--- config.mk ---
export PLATFORM = sky130hd
export DESIGN_NAME = lcb_config_bank
export DESIGN_NICKNAME = d
export VERILOG_FILES = /design/src/rtl/lcb_pkg.sv /design/src/rtl/lcb_config_bank.sv
export SDC_FILE = /design/constraint.sdc
export NUM_CORES = 1
export LEC_CHECK = 0
export BUFFER_PORTS_ARGS = -buffer_cell sky130_fd_sc_hd__buf_2
export CAP_MARGIN = 20
export CORE_ASPECT_RATIO = 0.6
export CORE_MARGIN = 1.5
export CORE_UTILIZATION = 50
export DETAILED_ROUTE_END_ITERATION = 7
export GPL_ROUTABILITY_DRIVEN = 0
export PLACE_DENSITY = 0.76
export SLEW_MARGIN = 10
export SYNTH_ARGS = -nofsm -noshare
export SYNTH_HDL_FRONTEND = slang
export SYNTH_SLANG_ARGS = --single-unit
--- constraint.sdc ---
create_clock -name i_core_clk -period 2.1 [get_ports i_core_clk]
set_input_delay 0.42 -clock i_core_clk [delete_from_list [all_inputs] [get_ports i_core_clk]]
set_output_delay 0.42 -clock i_core_clk [all_outputs]
set_load 0.03 [all_outputs]
--- src/rtl/lcb_pkg.sv ---
// What this block does
// - Index 30h bit 0 enables the function; other bits reserved; resets 00h.
// - Index 60h bits 3-0 give base bits 11:8; bits 7-4 read zero.
// - Index 61h bits 7-3 give base bits 7:3; bits 2-0 read zero.
// - Base pair resets to 03/F0 floppy, 03/F8 serial 1, 02/F8 serial 2.
// - Index 70h bits 3-0 pick the IRQ; resets 06h, 04h, 03h.
// - Floppy index 74h bits 2-0 pick the DMA channel; resets 02h.
// - Floppy F0h bit 3 shares the IRQ, bit 2 swaps drives A and B.
// - Floppy F0h bit 1 picks three-mode, bit 0 forces write protect.
// - Floppy F1h bits 3-2 rate table B, bits 1-0 table A; resets zero.
// - Serial 1 F0h bits 6-4 pick standard, infrared, amplitude-shift or card mode.
// - Serial 1 F0h bits 2-1 pick baud clock; bit 0 shares the IRQ.
// - Infrared receive-to-transmit waits 40 bit times unless F1h bit 7 is set.
// - Infrared transmit-to-receive waits 40 bit times unless F1h bit 6 is set.
// - F1h bit 5 masks the receiver while the port transmits.
// - F1h bit 4 half duplex, bit 3 inverts infrared receive; resets 50h.
// - F2h bits 1-0 and F3h bit 7 act only in smart card reader mode; F2h bit 2 sets the idle power switch level and the F3h divisor drives out in every mode.
// - F2h bits 1-0 pick card clock; bit 2 sets power switch polarity.
// - F3h bit 7 sets card-present polarity, bits 6-0 the divisor; resets 7Fh.
// - Locked floppy registers become read-only except the write protect bit.
package lcb_pkg;
   localparam logic [7:0] LDN_FLOPPY = 8'h00;
   localparam logic [7:0] LDN_SERIAL1 = 8'h01;
   localparam logic [7:0] LDN_SERIAL2 = 8'h02;
   localparam logic [7:0] IDX_TEST_A = 8'h2E;
   localparam logic [7:0] IDX_TEST_B = 8'h2F;
   localparam logic [7:0] IDX_ACTIVATE = 8'h30;
   localparam logic [7:0] IDX_BASE_HIGH = 8'h60;
   localparam logic [7:0] IDX_BASE_LOW = 8'h61;
   localparam logic [7:0] IDX_IRQ_SEL = 8'h70;
   localparam logic [7:0] IDX_DMA_SEL = 8'h74;
   localparam logic [7:0] IDX_SPECIAL_ONE = 8'hF0;
   localparam logic [7:0] IDX_SPECIAL_TWO = 8'hF1;
   localparam logic [7:0] IDX_CARD_CLOCK = 8'hF2;
   localparam logic [7:0] IDX_CARD_DIV = 8'hF3;
   localparam logic [7:0] MASK_ACTIVATE = 8'h01;
   localparam logic [7:0] MASK_BASE_HIGH = 8'h0F;
   localparam logic [7:0] MASK_BASE_LOW = 8'hF8;
   localparam logic [7:0] MASK_IRQ = 8'h0F;
   localparam logic [7:0] MASK_DMA = 8'h07;
   localparam logic [7:0] MASK_FLOPPY_ONE = 8'h0F;
   localparam logic [7:0] MASK_FLOPPY_TWO = 8'h0F;
   localparam logic [7:0] MASK_SERIAL_ONE = 8'h77;
   localparam logic [7:0] MASK_SERIAL_TWO = 8'hF8;
   localparam logic [7:0] MASK_CARD_CLOCK = 8'h07;
   localparam logic [7:0] MASK_CARD_DIV = 8'hFF;
   localparam logic [7:0] MASK_WRITE_PROTECT = 8'h01;
   localparam logic [7:0] RST_ZERO = 8'h00;
   localparam logic [7:0] RST_DMA = 8'h02;
   localparam logic [7:0] RST_SERIAL_TWO = 8'h50;
   localparam logic [7:0] RST_CARD_DIV = 8'h7F;
   // Indexed by logical device: [0] floppy, [1] serial 1, [2] serial 2
   localparam logic [0:2][7:0] RST_BASE_HIGH = {8'h03, 8'h03, 8'h02};
   localparam logic [0:2][7:0] RST_BASE_LOW = {8'hF0, 8'hF8, 8'hF8};
   localparam logic [0:2][7:0] RST_IRQ = {8'h06, 8'h04, 8'h03};
   localparam int unsigned TURN_BITS = 40;
   localparam logic [5:0] TURN_LAST = 6'(TURN_BITS - 1);

   typedef enum logic [2:0] {
      SER_MODE_STANDARD = 3'h0,
      SER_MODE_SLOW_IR = 3'h1,
      SER_MODE_ASK_IR = 3'h2,
      SER_MODE_CARD = 3'h4
   } lcb_ser_mode_t;

   typedef enum logic [1:0] {
      CARD_CLK_STOP = 2'h0,
      CARD_CLK_3M5 = 2'h1,
      CARD_CLK_7M1 = 2'h2,
      CARD_CLK_DIV96 = 2'h3
   } lcb_card_clk_t;

   typedef struct packed {
      logic wr;
      logic rd;
      logic [7:0] logical_device_number;
      logic [7:0] index;
      logic [7:0] wdata;
   } lcb_cfg_req_t;

   typedef struct packed {
      logic enable;
      logic [15:0] base;
      logic [3:0] irq;
   } lcb_io_cfg_t;

   typedef struct packed {
      logic [2:0] dma;
      logic irq_share;
      logic swap_drives;
      logic three_mode;
      logic write_protect;
      logic [1:0] rate_table_b;
      logic [1:0] rate_table_a;
   } lcb_floppy_mode_t;

   typedef struct packed {
      logic [2:0] mode;
      logic [1:0] clock_src;
      logic irq_share;
      logic half_duplex;
   } lcb_serial_mode_t;

   typedef struct packed {
      logic [1:0] clock_sel;
      logic [6:0] divisor;
   } lcb_card_clk_cfg_t;
endpackage

--- src/rtl/lcb_config_bank.sv ---
`timescale 1ns/10ps
module lcb_config_bank (
   input wire logic i_core_clk, // Core clock, 125 MHz
   input wire logic i_arst_n, // Asynchronous reset, active low
   input wire lcb_pkg::lcb_cfg_req_t i_cfg_req, // Config access from front end
   input wire logic i_lock_sw, // Global software lock enable
   input wire logic [2:0] i_lock_select, // Per-device lock select
   input wire logic i_hw_config_lock_n, // Lock pin, active low
   input wire logic i_ser1_tx_busy, // Serial 1 has data to send
   input wire logic i_ser1_bit_tick, // One pulse per serial bit time
   input wire logic i_ir_rx, // Infrared receive pin
   input wire logic i_card_present_n, // Card present pin
   input wire logic i_card_power_on, // Card power request
   output logic [7:0] o_cfg_rdata, // Read data
   output logic o_cfg_rvalid, // Read data valid pulse
   output logic o_cfg_claim, // Read hit in this bank
   output lcb_pkg::lcb_io_cfg_t [2:0] o_io_cfg, // Enable, base, IRQ per device
   output lcb_pkg::lcb_floppy_mode_t o_floppy_mode, // Floppy options
   output lcb_pkg::lcb_serial_mode_t o_serial1_mode, // Serial 1 options
   output logic o_ser1_tx_allow, // Transmitter may send
   output logic o_ser1_rx_allow, // Receiver may accept
   output logic o_ser1_ir_rx, // Infrared receive, active high
   output logic o_card_present, // Card present, active high
   output logic o_card_power_switch_n, // Card power switch pin
   output lcb_pkg::lcb_card_clk_cfg_t o_card_clock // Card clock select
);

   typedef enum {ST_RX, ST_TX_WAIT, ST_TX, ST_RX_WAIT} lcb_turn_state_t;

   function automatic logic hits(input lcb_pkg::lcb_cfg_req_t req,
                                 input logic [7:0] logical_device_number,
                                 input logic [7:0] idx);
      hits = (req.logical_device_number == logical_device_number) && (req.index == idx);
   endfunction

   logic [2:0][7:0] activate;
   logic [2:0][7:0] base_high;
   logic [2:0][7:0] base_low;
   logic [2:0][7:0] irq_sel;
   logic [7:0] floppy_dma;
   logic [7:0] floppy_one;
   logic [7:0] floppy_two;
   logic [7:0] serial_one;
   logic [7:0] serial_two;
   logic [7:0] card_clock;
   logic [7:0] card_div;
   logic [7:0] test_a;
   logic [7:0] test_b;
   logic [2:0][2:0] pin_sync;
   logic [2:0] pin_filt;
   lcb_turn_state_t turn_state;
   lcb_turn_state_t next_turn_state;
   logic [5:0] turn_count;
   logic [5:0] next_turn_count;
   logic [7:0] next_rdata;
   logic next_claim;

   wire [2:0] pin_raw = {i_card_present_n, i_ir_rx, i_hw_config_lock_n};
   wire hw_lock_n = pin_filt[0];
   wire ir_rx_pin = pin_filt[1];
   wire card_present_pin = pin_filt[2];
   wire lock_on = i_lock_sw | ~hw_lock_n;
   wire [2:0] locked = {3{lock_on}} & i_lock_select;
   wire wr = i_cfg_req.wr;
   wire [7:0] wdata = i_cfg_req.wdata;
   wire floppy_ok = wr & ~locked[0];
   wire serial1_ok = wr & ~locked[1];
   wire [2:0] mode_bits = serial_one[6:4];
   wire ir_mode = (mode_bits == lcb_pkg::SER_MODE_SLOW_IR) ||
                  (mode_bits == lcb_pkg::SER_MODE_ASK_IR);
   wire card_mode = (mode_bits == lcb_pkg::SER_MODE_CARD);
   wire no_tx_delay = serial_two[7];
   wire no_rx_delay = serial_two[6];
   wire single_mask = serial_two[5];
   wire half_duplex = serial_two[4];
   wire ir_active_low = serial_two[3];
   wire card_pfet_high = card_clock[2];
   wire card_present_high = card_div[7];
   wire turn_done = i_ser1_bit_tick && (turn_count == lcb_pkg::TURN_LAST);

   // Pins pass three flops; the filtered level moves only when stages 2 and 3 agree
   genvar g;
   generate
      for (g = 0; g < 3; g++)
      begin : g_pin
         always_ff @(posedge i_core_clk or negedge i_arst_n)
         begin
            if (!i_arst_n)
            begin
               pin_sync[g] <= (g == 1) ? 3'h0 : 3'h7; // Idle level, so no false lock
               pin_filt[g] <= (g == 1) ? 1'b0 : 1'b1;
            end
            else
            begin
               pin_sync[g] <= {pin_sync[g][1:0], pin_raw[g]};
               if (pin_sync[g][1] == pin_sync[g][2])
                  pin_filt[g] <= pin_sync[g][2];
            end
         end
      end

      // Registers common to all three logical devices
      for (g = 0; g < 3; g++)
      begin : g_dev
         wire dev_ok = wr & ~locked[g];
         wire [7:0] dev_ldn = 8'(g);
         always_ff @(posedge i_core_clk or negedge i_arst_n)
         begin
            if (!i_arst_n)
            begin
               activate[g] <= lcb_pkg::RST_ZERO;
               base_high[g] <= lcb_pkg::RST_BASE_HIGH[g];
               base_low[g] <= lcb_pkg::RST_BASE_LOW[g];
               irq_sel[g] <= lcb_pkg::RST_IRQ[g];
            end
            else
            begin
               if (dev_ok && hits(i_cfg_req, dev_ldn, lcb_pkg::IDX_ACTIVATE))
                  activate[g] <= wdata & lcb_pkg::MASK_ACTIVATE;
               if (dev_ok && hits(i_cfg_req, dev_ldn, lcb_pkg::IDX_BASE_HIGH))
                  base_high[g] <= wdata & lcb_pkg::MASK_BASE_HIGH;
               if (dev_ok && hits(i_cfg_req, dev_ldn, lcb_pkg::IDX_BASE_LOW))
                  base_low[g] <= wdata & lcb_pkg::MASK_BASE_LOW;
               if (dev_ok && hits(i_cfg_req, dev_ldn, lcb_pkg::IDX_IRQ_SEL))
                  irq_sel[g] <= wdata & lcb_pkg::MASK_IRQ;
            end
         end
      end
   endgenerate

   // Floppy special registers
   always_ff @(posedge i_core_clk or negedge i_arst_n)
   begin
      if (!i_arst_n)
      begin
         floppy_dma <= lcb_pkg::RST_DMA;
         floppy_one <= lcb_pkg::RST_ZERO;
         floppy_two <= lcb_pkg::RST_ZERO;
      end
      else
      begin
         if (floppy_ok && hits(i_cfg_req, lcb_pkg::LDN_FLOPPY, lcb_pkg::IDX_DMA_SEL))
            floppy_dma <= wdata & lcb_pkg::MASK_DMA;
         // Write protect stays writable under lock so media can still be guarded
         if (wr && hits(i_cfg_req, lcb_pkg::LDN_FLOPPY, lcb_pkg::IDX_SPECIAL_ONE))
         begin
            if (!locked[0])
               floppy_one <= wdata & lcb_pkg::MASK_FLOPPY_ONE;
            else
               floppy_one[0] <= wdata[0];
         end
         if (floppy_ok && hits(i_cfg_req, lcb_pkg::LDN_FLOPPY, lcb_pkg::IDX_SPECIAL_TWO))
            floppy_two <= wdata & lcb_pkg::MASK_FLOPPY_TWO;
      end
   end

   // Serial 1 special registers
   always_ff @(posedge i_core_clk or negedge i_arst_n)
   begin
      if (!i_arst_n)
      begin
         serial_one <= lcb_pkg::RST_ZERO;
         serial_two <= lcb_pkg::RST_SERIAL_TWO;
         card_clock <= lcb_pkg::RST_ZERO;
         card_div <= lcb_pkg::RST_CARD_DIV;
      end
      else
      begin
         if (serial1_ok && hits(i_cfg_req, lcb_pkg::LDN_SERIAL1, lcb_pkg::IDX_SPECIAL_ONE))
            serial_one <= wdata & lcb_pkg::MASK_SERIAL_ONE;
         if (serial1_ok && hits(i_cfg_req, lcb_pkg::LDN_SERIAL1, lcb_pkg::IDX_SPECIAL_TWO))
            serial_two <= wdata & lcb_pkg::MASK_SERIAL_TWO;
         if (serial1_ok && hits(i_cfg_req, lcb_pkg::LDN_SERIAL1, lcb_pkg::IDX_CARD_CLOCK))
            card_clock <= wdata & lcb_pkg::MASK_CARD_CLOCK;
         if (serial1_ok && hits(i_cfg_req, lcb_pkg::LDN_SERIAL1, lcb_pkg::IDX_CARD_DIV))
            card_div <= wdata & lcb_pkg::MASK_CARD_DIV;
      end
   end

   // Test registers answer in every logical device and keep what is written
   always_ff @(posedge i_core_clk or negedge i_arst_n)
   begin
      if (!i_arst_n)
      begin
         test_a <= lcb_pkg::RST_ZERO;
         test_b <= lcb_pkg::RST_ZERO;
      end
      else
      begin
         if (wr && i_cfg_req.index == lcb_pkg::IDX_TEST_A)
            test_a <= wdata;
         if (wr && i_cfg_req.index == lcb_pkg::IDX_TEST_B)
            test_b <= wdata;
      end
   end

   // Read mux; unmapped indices read 00h and do not claim the cycle
   always_comb
   begin
      next_rdata = 8'h00;
      next_claim = 1'b1;
      if (i_cfg_req.index == lcb_pkg::IDX_TEST_A)
         next_rdata = test_a;
      else if (i_cfg_req.index == lcb_pkg::IDX_TEST_B)
         next_rdata = test_b;
      else if (i_cfg_req.logical_device_number > lcb_pkg::LDN_SERIAL2)
         next_claim = 1'b0;
      else
      begin
         unique case (i_cfg_req.index)
            lcb_pkg::IDX_ACTIVATE: next_rdata = activate[i_cfg_req.logical_device_number[1:0]];
            lcb_pkg::IDX_BASE_HIGH: next_rdata = base_high[i_cfg_req.logical_device_number[1:0]];
            lcb_pkg::IDX_BASE_LOW: next_rdata = base_low[i_cfg_req.logical_device_number[1:0]];
            lcb_pkg::IDX_IRQ_SEL: next_rdata = irq_sel[i_cfg_req.logical_device_number[1:0]];
            lcb_pkg::IDX_DMA_SEL:
            begin
               next_claim = (i_cfg_req.logical_device_number == lcb_pkg::LDN_FLOPPY);
               next_rdata = next_claim ? floppy_dma : 8'h00;
            end
            lcb_pkg::IDX_SPECIAL_ONE:
            begin
               next_claim = (i_cfg_req.logical_device_number != lcb_pkg::LDN_SERIAL2);
               next_rdata = (i_cfg_req.logical_device_number == lcb_pkg::LDN_FLOPPY) ? floppy_one :
                            (i_cfg_req.logical_device_number == lcb_pkg::LDN_SERIAL1) ? serial_one : 8'h00;
            end
            lcb_pkg::IDX_SPECIAL_TWO:
            begin
               next_claim = (i_cfg_req.logical_device_number != lcb_pkg::LDN_SERIAL2);
               next_rdata = (i_cfg_req.logical_device_number == lcb_pkg::LDN_FLOPPY) ? floppy_two :
                            (i_cfg_req.logical_device_number == lcb_pkg::LDN_SERIAL1) ? serial_two : 8'h00;
            end
            lcb_pkg::IDX_CARD_CLOCK:
            begin
               next_claim = (i_cfg_req.logical_device_number == lcb_pkg::LDN_SERIAL1);
               next_rdata = next_claim ? card_clock : 8'h00;
            end
            lcb_pkg::IDX_CARD_DIV:
            begin
               next_claim = (i_cfg_req.logical_device_number == lcb_pkg::LDN_SERIAL1);
               next_rdata = next_claim ? card_div : 8'h00;
            end
            default: next_claim = 1'b0;
         endcase
      end
   end

   always_ff @(posedge i_core_clk or negedge i_arst_n)
   begin
      if (!i_arst_n)
      begin
         o_cfg_rdata <= 8'h00;
         o_cfg_rvalid <= 1'b0;
         o_cfg_claim <= 1'b0;
      end
      else
      begin
         o_cfg_rvalid <= i_cfg_req.rd;
         o_cfg_rdata <= i_cfg_req.rd ? next_rdata : 8'h00;
         o_cfg_claim <= i_cfg_req.rd & next_claim;
      end
   end

   // Infrared turnaround; outside infrared modes the port stays in ST_RX
   always_comb
   begin
      next_turn_state = turn_state;
      next_turn_count = turn_count;
      if (!ir_mode)
      begin
         next_turn_state = ST_RX;
         next_turn_count = 6'h00;
      end
      else
      begin
         unique case (turn_state)
            ST_RX:
               if (i_ser1_tx_busy)
               begin
                  next_turn_state = no_tx_delay ? ST_TX : ST_TX_WAIT;
                  next_turn_count = 6'h00;
               end
            ST_TX_WAIT:
               if (turn_done)
                  next_turn_state = ST_TX;
               else if (i_ser1_bit_tick)
                  next_turn_count = turn_count + 6'h01;
            ST_TX:
               if (!i_ser1_tx_busy)
               begin
                  next_turn_state = no_rx_delay ? ST_RX : ST_RX_WAIT;
                  next_turn_count = 6'h00;
               end
            ST_RX_WAIT:
               if (turn_done)
                  next_turn_state = ST_RX;
               else if (i_ser1_bit_tick)
                  next_turn_count = turn_count + 6'h01;
         endcase
      end
   end

   always_ff @(posedge i_core_clk or negedge i_arst_n)
   begin
      if (!i_arst_n)
      begin
         turn_state <= ST_RX;
         turn_count <= 6'h00;
      end
      else
      begin
         turn_state <= next_turn_state;
         turn_count <= next_turn_count;
      end
   end

   // Port-side outputs, all registered
   wire next_tx_allow = !ir_mode || (turn_state == ST_TX);
   wire rx_turn_ok = !ir_mode || (turn_state == ST_RX) ||
                     (!half_duplex && turn_state == ST_TX);
   wire next_rx_allow = rx_turn_ok && !(single_mask && i_ser1_tx_busy);

   always_ff @(posedge i_core_clk or negedge i_arst_n)
   begin
      if (!i_arst_n)
      begin
         o_ser1_tx_allow <= 1'b1;
         o_ser1_rx_allow <= 1'b1;
         o_ser1_ir_rx <= 1'b0;
         o_card_present <= 1'b0;
         o_card_power_switch_n <= 1'b1;
         o_card_clock <= '0;
      end
      else
      begin
         o_ser1_tx_allow <= next_tx_allow;
         o_ser1_rx_allow <= next_rx_allow;
         o_ser1_ir_rx <= ir_rx_pin ^ ir_active_low;
         // Card present, power switch and clock select are held idle outside card mode; the divisor always passes
         o_card_present <= card_mode & (card_present_pin ^ ~card_present_high);
         o_card_power_switch_n <= card_mode ?
            ((i_card_power_on ^ ~card_pfet_high)) : ~card_pfet_high;
         o_card_clock.clock_sel <= card_mode ? card_clock[1:0] : 2'h0;
         o_card_clock.divisor <= card_div[6:0];
      end
   end

   // Configuration outputs
   generate
      for (g = 0; g < 3; g++)
      begin : g_out
         always_ff @(posedge i_core_clk or negedge i_arst_n)
         begin
            if (!i_arst_n)
               o_io_cfg[g] <= '0;
            else
            begin
               o_io_cfg[g].enable <= activate[g][0];
               o_io_cfg[g].base <= {4'h0, base_high[g][3:0], base_low[g][7:3], 3'h0};
               o_io_cfg[g].irq <= irq_sel[g][3:0];
            end
         end
      end
   endgenerate

   always_ff @(posedge i_core_clk or negedge i_arst_n)
   begin
      if (!i_arst_n)
      begin
         o_floppy_mode <= '0;
         o_serial1_mode <= '0;
      end
      else
      begin
         o_floppy_mode.dma <= floppy_dma[2:0];
         o_floppy_mode.irq_share <= floppy_one[3];
         o_floppy_mode.swap_drives <= floppy_one[2];
         o_floppy_mode.three_mode <= floppy_one[1];
         o_floppy_mode.write_protect <= floppy_one[0];
         o_floppy_mode.rate_table_b <= floppy_two[3:2];
         o_floppy_mode.rate_table_a <= floppy_two[1:0];
         o_serial1_mode.mode <= mode_bits;
         o_serial1_mode.clock_src <= serial_one[2:1];
         o_serial1_mode.irq_share <= serial_one[0];
         o_serial1_mode.half_duplex <= half_duplex;
      end
   end

endmodule // lcb_config_bank

; Word-level counts from Yosys, hierarchy flattened
; Cells that the tools add are included.
[totals]
latchBits = 0
ram_bits = 0
input_bits = 38
reg_bits = 225
romBits = 0
output_inout_bits = 105
wordCells = 211
n_memories = 0
[classes]
n_mux = 40
n_mul = 0
n_shift = 0
n_eq_ne = 31
n_lt_le_gt_ge = 2
n_addsub = 1
reduce_logical = 61
div = 0
bitwise = 16
[ops]
columns = op, count
row1 = two-way mux 32 bit, 5
row2 = case mux 32 bit (4 select lines), 1
row3 = two-way mux 8 bit, 11
row4 = case mux 8 bit (9 select lines), 1
row5 = binary-select mux 8 bit (select 2 bit), 4
row6 = equality test 32 x 2 -> 1 bit (second input constant), 2
row7 = zero test 32 bit, 2
row8 = logical AND 1 bit, 44
row9 = equality test 32 x 1 -> 1 bit (second input constant), 1
row10 = equality test 32 x 3 -> 1 bit (second input constant), 1
row11 = equality test 8 x 7 -> 1 bit (second input constant), 4
row12 = equality test 8 bit (second input constant), 4
row13 = two-way mux 6 bit, 5
row14 = equality test 8 x 6 -> 1 bit (second input constant), 3
row15 = != test 3 bit (second input constant), 6
row16 = case mux 6 bit (3 select lines), 1
row17 = two-way mux 7 bit, 2
row18 = equality test 8 x 1 -> 1 bit (second input constant), 1
row19 = equality test 8 x 2 -> 1 bit (second input constant), 1
row20 = greater-than comparator 8 x 2 -> 1 bit (second input constant), 1
row21 = zero test 8 bit, 1
row22 = != test 8 x 2 -> 1 bit (second input constant), 1
row23 = AND reduction 4 bit, 2
row24 = adder 6 x 1 -> 6 bit (second input constant), 1
row25 = 20 further kinds, 46

; Logic depth before layout (Yosys ltp)
[depth]
depth_word = 8
depth_mapped = 8
mapped_depth_nobuf = 7

; Worst setup path before layout
; No wires, ideal clock.
[synth_timing]
path_type = input-to-reg
from = input i_cfg_req[8] (netlist bit)
to = register o_cfg_rdata[7]
n_path_buf = 1
setup_slack_ns = -0.096
required_time_ns = 2.035
setup_time_ns = 0.065
stages = 7
arrival_ns = 2.131
path_cell_list = buf_6 -> or4_4 -> or3_1 -> a21oi_2 -> o221a_4 -> a21boi_2 -> o211a_1
[synth_between]
elab_chain_len = 6
elab_cells_between_ends = 16
cone_classes = 11 x eq/ne / 5 x mux
[synth_lines]
columns = item, line_no
row1 = start: declaration, lcb_config_bank.sv:5  ; input wire lcb_pkg::lcb_cfg_req_t i_cfg_req,
row2 = equality test 8 bit (tied with other cells), lcb_config_bank.sv:210  ; unique case (i_cfg_req.index)
row3 = case mux 8 bit (9 select lines), lcb_config_bank.sv:210
row4 = two-way mux 8 bit, lcb_config_bank.sv:206  ; else if (i_cfg_req.logical_device_number > lcb_pkg::LDN_SERIAL2)
row5 = two-way mux 8 bit, lcb_config_bank.sv:204  ; else if (i_cfg_req.index == lcb_pkg::IDX_TEST_B)
row6 = two-way mux 8 bit (*), lcb_config_bank.sv:202  ; if (i_cfg_req.index == lcb_pkg::IDX_TEST_A)
row7 = two-way mux 8 bit (*), lcb_config_bank.sv:258  ; o_cfg_rdata <= i_cfg_req.rd ? next_rdata : 8'h00;
row8 = end signal: assignment, lcb_config_bank.sv:258
row9 = end: declaration, lcb_config_bank.sv:14  ; output logic [7:0] o_cfg_rdata,
; Every way passes the cells marked *; elsewhere a longest branch is shown, timed or not.
; A chain may end at the register's enable or synchronous reset.

; Worst setup path after layout
[layout_timing]
from = register pin_filt[0] (netlist: hw_lock_n)
to = register base_high[3] (netlist bit)
[layout_between]
elab_chain_len = 6
[layout_lines]
columns = item, line_no
row1 = start: declaration, lcb_config_bank.sv:50  ; logic [2:0] pin_filt;
row2 = start signal: indexed assignment, lcb_config_bank.sv:91  ; pin_filt[g] <= (g == 1) ? 1'b0 : 1'b1;
row3 = start signal: indexed assignment, lcb_config_bank.sv:97  ; pin_filt[g] <= pin_sync[g][2];
row4 = NOT 1 bit, lcb_config_bank.sv:62  ; wire lock_on = i_lock_sw | ~hw_lock_n;
row5 = OR 1 bit, lcb_config_bank.sv:62
row6 = bitwise AND 3 bit, lcb_config_bank.sv:63  ; wire [2:0] locked = {3{lock_on}} & i_lock_select;
row7 = NOT 1 bit (no line), -
row8 = bitwise AND 1 bit, lcb_config_bank.sv:105  ; wire dev_ok = wr & ~locked[g];
row9 = logical AND 1 bit, lcb_config_bank.sv:120  ; if (dev_ok && hits(i_cfg_req, dev_ldn, lcb_pkg::IDX_BASE_HIGH))
row10 = end signal: indexed assignment, lcb_config_bank.sv:112  ; base_high[g] <= lcb_pkg::RST_BASE_HIGH[g];
row11 = end signal: indexed assignment, lcb_config_bank.sv:121  ; base_high[g] <= wdata & lcb_pkg::MASK_BASE_HIGH;
row12 = end: declaration, lcb_config_bank.sv:37  ; logic [2:0][7:0] base_high;
; Every way passes these cells.

==> impl_metrics.csv <==
group,metric,value,unit
status,outcome,"complete, no violations",
flow_run,maxCapViolCount,0,
cts,root_buffer,"clkbuf_16",
cells_and_area,num_antenna_cells,0,
yosys,syn_area_per_cell,13.54,um2
pwr,netSwitchingPower,1.758,mW
floorplan,dieHeight,100.0,um
worst_setup_path,crit_end,"base_high[3]$_DFFE_PN0P_",
cells_and_area,utilization,63.28,%
routing,vias,5476,
cts,cts_setup_buffers,0,
cells_and_area,fillCellCount,1212,
pwr,power_density,761.0,nW/um2
grt,busiest_layer,"met1",
grt,grt_pass1_wl,31070,um
yosys,ys_ff_latch,195,
cts,clk_latency,430,ps
worst_setup_path,cp_cell_sequence,"nand2b_1 > a21boi_0 > buf_4 > nand3_2 > nor2_4 > buf_4 > mux2_2",
cts,htree_levels,4,
grt,grt_overflow,0,
worst_setup_path,critPathTopFamily,"flip-flops",
timing,min_period,1954,ps
cells_and_area,multi_input_area,2699,um2
yosys,yosys_most_used_dff,"dfrtp_1",
timing,finClkSkew,8.381,ps
floorplan,rows,35,
worst_setup_path,cp_common_cell,"buf_4",
pwr,p_clk_share,42.6,%
timing,finalCritPeriodShare,93.07,%
routing,routedWlPerCell,20.57,um
cts,numCtsBuffers,17,
grt,first_global_vias,5437,
pwr,pwr-share-seq,51.7,%
pwr,vdd_ir_drop_max,0.0005493,V
yosys,synth.distinct_cells,58,
yosys,synth-edff-count,0,
worst_setup_path,critPathKind,"flip-flop to flip-flop",
timing,worst_slew_pin_slew,504.1,ps
yosys,syn_area,7840,um2
timing,timing.fmax,511.6,MHz
worst_setup_path,ff2ff_setup_slack,150,ps
timing,slew_viol_final,0,
worst_setup_path,worst_setup_path_start_kind,"flip-flop",
cts,cts_tree,"built",
worst_setup_path,slowest_stage,"dfstp_2",
worst_setup_path,rr_worst_depth,7,
yosys,yosysWarnings,0,
worst_setup_path,path_depth,7,
placed_design,hpwl,14570,um
worst_setup_path,crit_start,"hw_lock_n$_DFFE_PN1N_",
placed_design,io_buffer_count,121,
worst_setup_path,path_buf_inv,2,
routing,drtIter0Drc,558,
cells_and_area,drive_above_1_share,48.33,%
grt,met3_usage,4.752,%
routing,drc,0,
pwr,power_leakage,4.836,nW
yosys,async_flop_share,100.0,%
worst_setup_path,endpoint_kind,"flip-flop",
floorplan,start_util,51.15,%
yosys,ys_seq_area_share,62.96,%
worst_setup_path,path_max_fanout,4,
worst_hold_path,hold_path_class,"primary input to flip-flop",
grt,grt_antenna_before_repair,0,
floorplan,ios,143,
timing,rsz0062_at_grt,"no",
floorplan,coreArea,15330,um2
worst_setup_path,cp_slowest_stage_delay,540,ps
cells_and_area,regArea,4936,um2
timing,finalHoldViolCount,0,
floorplan,die_x,164.7,um
worst_setup_path,arrival,2270,ps
cts,clk_pin_slew_worst_paths,70,ps
grt,grtUsageMet1,39.98,%
cts,cts_sinks,195,
pwr,power_frac_comb,5.7,%
yosys,postSynthCellCount,579,
timing,relSlewSlack,66.32,%
worst_setup_path,r2r_start,"hw_lock_n$_DFFE_PN1N_",
cells_and_area,nNetsFinal,806,
grt,grtUsageTotal,25.72,%
grt,use_met2,36.36,%
worst_setup_path,reg2reg_to,"base_high[3]$_DFFE_PN0P_",
grt,grt_max_degree,45,
timing,setup-violations-final,0,
worst_hold_path,min_path_cells,1,
cells_and_area,syn_to_final_growth,23.72,%
timing,fin_hold_ws,79.99,ps
routing,via_per_inst,5.571,
floorplan,die-area,16470,um2
pwr,internal_power,5.623,mW
routing,ant_nets,0,
pwr,switching_share,23.82,%
routing,totalWireLength,20220,um
routing,first_pass_iters,6,
worst_setup_path,crit_required,2410,ps
cts,clk_path_buf_depth,2,
final cells by class:
cell class                 instances  share of cell area (%)
clock inverter                    12                   1.251
timing repair buffer             190                   12.19
sequential                       195                   50.89
clock buffer                      20                   4.605
inverter                          16                  0.6192
multi-input combinational        347                   27.83
tap                              203                   2.619
layer usage:
layer  vias to the layer above  wire, um
met4                         0       281
met2                       263      8703
met1                      2772      9628
li1                       2416         -
met5                         -         0
met3                        25      1609
logic make-up after synthesis:
kind of cell	share of synthesized area, %
AND/OR/NAND/NOR	8.730
AO/OA/AOI/OAI	5.969
flip-flops	62.96
XOR/XNOR	1.005
multiplexers	16.87
adder cells (fa/ha/maj)	0.5426
other	0.04783
buffers and inverters	3.878
stage by stage:
step / instances / power [mW] / worst slack [ps] / TNS [ps] / cell area [um2]
after global placement: 950 / 4.279 / -182.5 / -2029 / 9109
after floorplan: 599 / 4.076 / -4.877 / -4.877 / 7926
after CTS: 983 / 7.413 / 61.90 / 0 / 9689
after global routing: 983 / 7.606 / 13.23 / 0 / 9699
after detailed placement: 950 / 4.293 / -203.3 / -3563 / 9109
final: 983 / 7.381 / 145.5 / 0 / 9699
power groups by stage:
| stage | sequential [mW] | clock (mW) | combinational, mW |
|---|---|---|---|
| floorplan | 3.89 | 0 | 0.190 |
| global placement | 3.88 | 0 | 0.396 |
| detailed placement | 3.88 | 0 | 0.409 |
| CTS | 3.82 | 3.18 | 0.414 |
| global route | 3.82 | 3.34 | 0.451 |
| finish | 3.82 | 3.15 | 0.418 |
registers in the layout (all words and copies together), names as in the netlist, 7 cells and up:
signal,count
test_a,8
o_card_clock,9
o_serial1_mode,7
card_div,8
test_b,8
o_cfg_rdata,8
irq_sel,12
base_high,12
o_floppy_mode,11
base_low,15
o_io_cfg,42
pin_sync,9
what timing repair did:
item | 4_1_cts | 5_1_grt
pin swaps | 0 | 1
hold endpoints to repair | 31 | 0
hold buffers | 1 | 0
setup endpoints to repair | 2 | 4
resized for setup | 1 | 2
synth_stat cells, types with 7 or more instances:
library cell,instances,area (um2)
dfstp_2,45,1182
mux2_2,101,1137
xor2_1,7,61.31
buf_4,21,157.7
inv_1,16,60.06
mux2i_1,14,140.1
clkbuf_1,14,52.55
nor4_1,7,43.79
nor3_1,13,65.06
nand3_1,12,60.06
nand4_1,11,68.82
nor2_1,26,97.59
a21oi_1,24,120.1
dfrtp_1,150,3754
o21ai_0,8,40.04
o221ai_1,8,70.07
nand2_1,27,101.4
layout by cell type (no fill, tap or decap), drive strengths merged, types with 3 or more instances in the layout:
master | Yosys | final
buf | 27 | 189
dfrtp | 150 | 150
mux2 | 101 | 101
dfstp | 45 | 45
nand2 | 27 | 27
nor2 | 26 | 26
a21oi | 25 | 25
inv | 16 | 22
conb | 1 | 21
clkbuf | 14 | 20
mux2i | 14 | 14
nor3 | 13 | 13
nand3 | 12 | 12
nand4 | 11 | 11
o21ai | 8 | 8
o221ai | 8 | 8
xor2 | 7 | 7
nor4 | 7 | 7
and2 | 5 | 5
a221oi | 5 | 5
nor3b | 4 | 4
nand4b | 4 | 4
a21boi | 4 | 4
nand2b | 3 | 3
nor2b | 3 | 3
or3 | 3 | 3
maj3 | 3 | 3
clkinv | 0 | 3
worst min-delay path by stage:
stage	start	to	slack [ps]
after floorplan	i_arst_n	activate[0]$_DFFE_PN0P_	120
after detailed placement	pin_sync[6]$_DFF_PN1_	pin_sync[7]$_DFF_PN1_	350
after global routing	i_hw_config_lock_n	pin_sync[0]$_DFF_PN1_	70
final	i_hw_config_lock_n	pin_sync[0]$_DFF_PN1_	80
after global placement	pin_sync[3]$_DFF_PN0_	pin_sync[4]$_DFF_PN0_	340
after CTS	i_hw_config_lock_n	pin_sync[0]$_DFF_PN1_	70
Power figures use the tool's default switching activity.
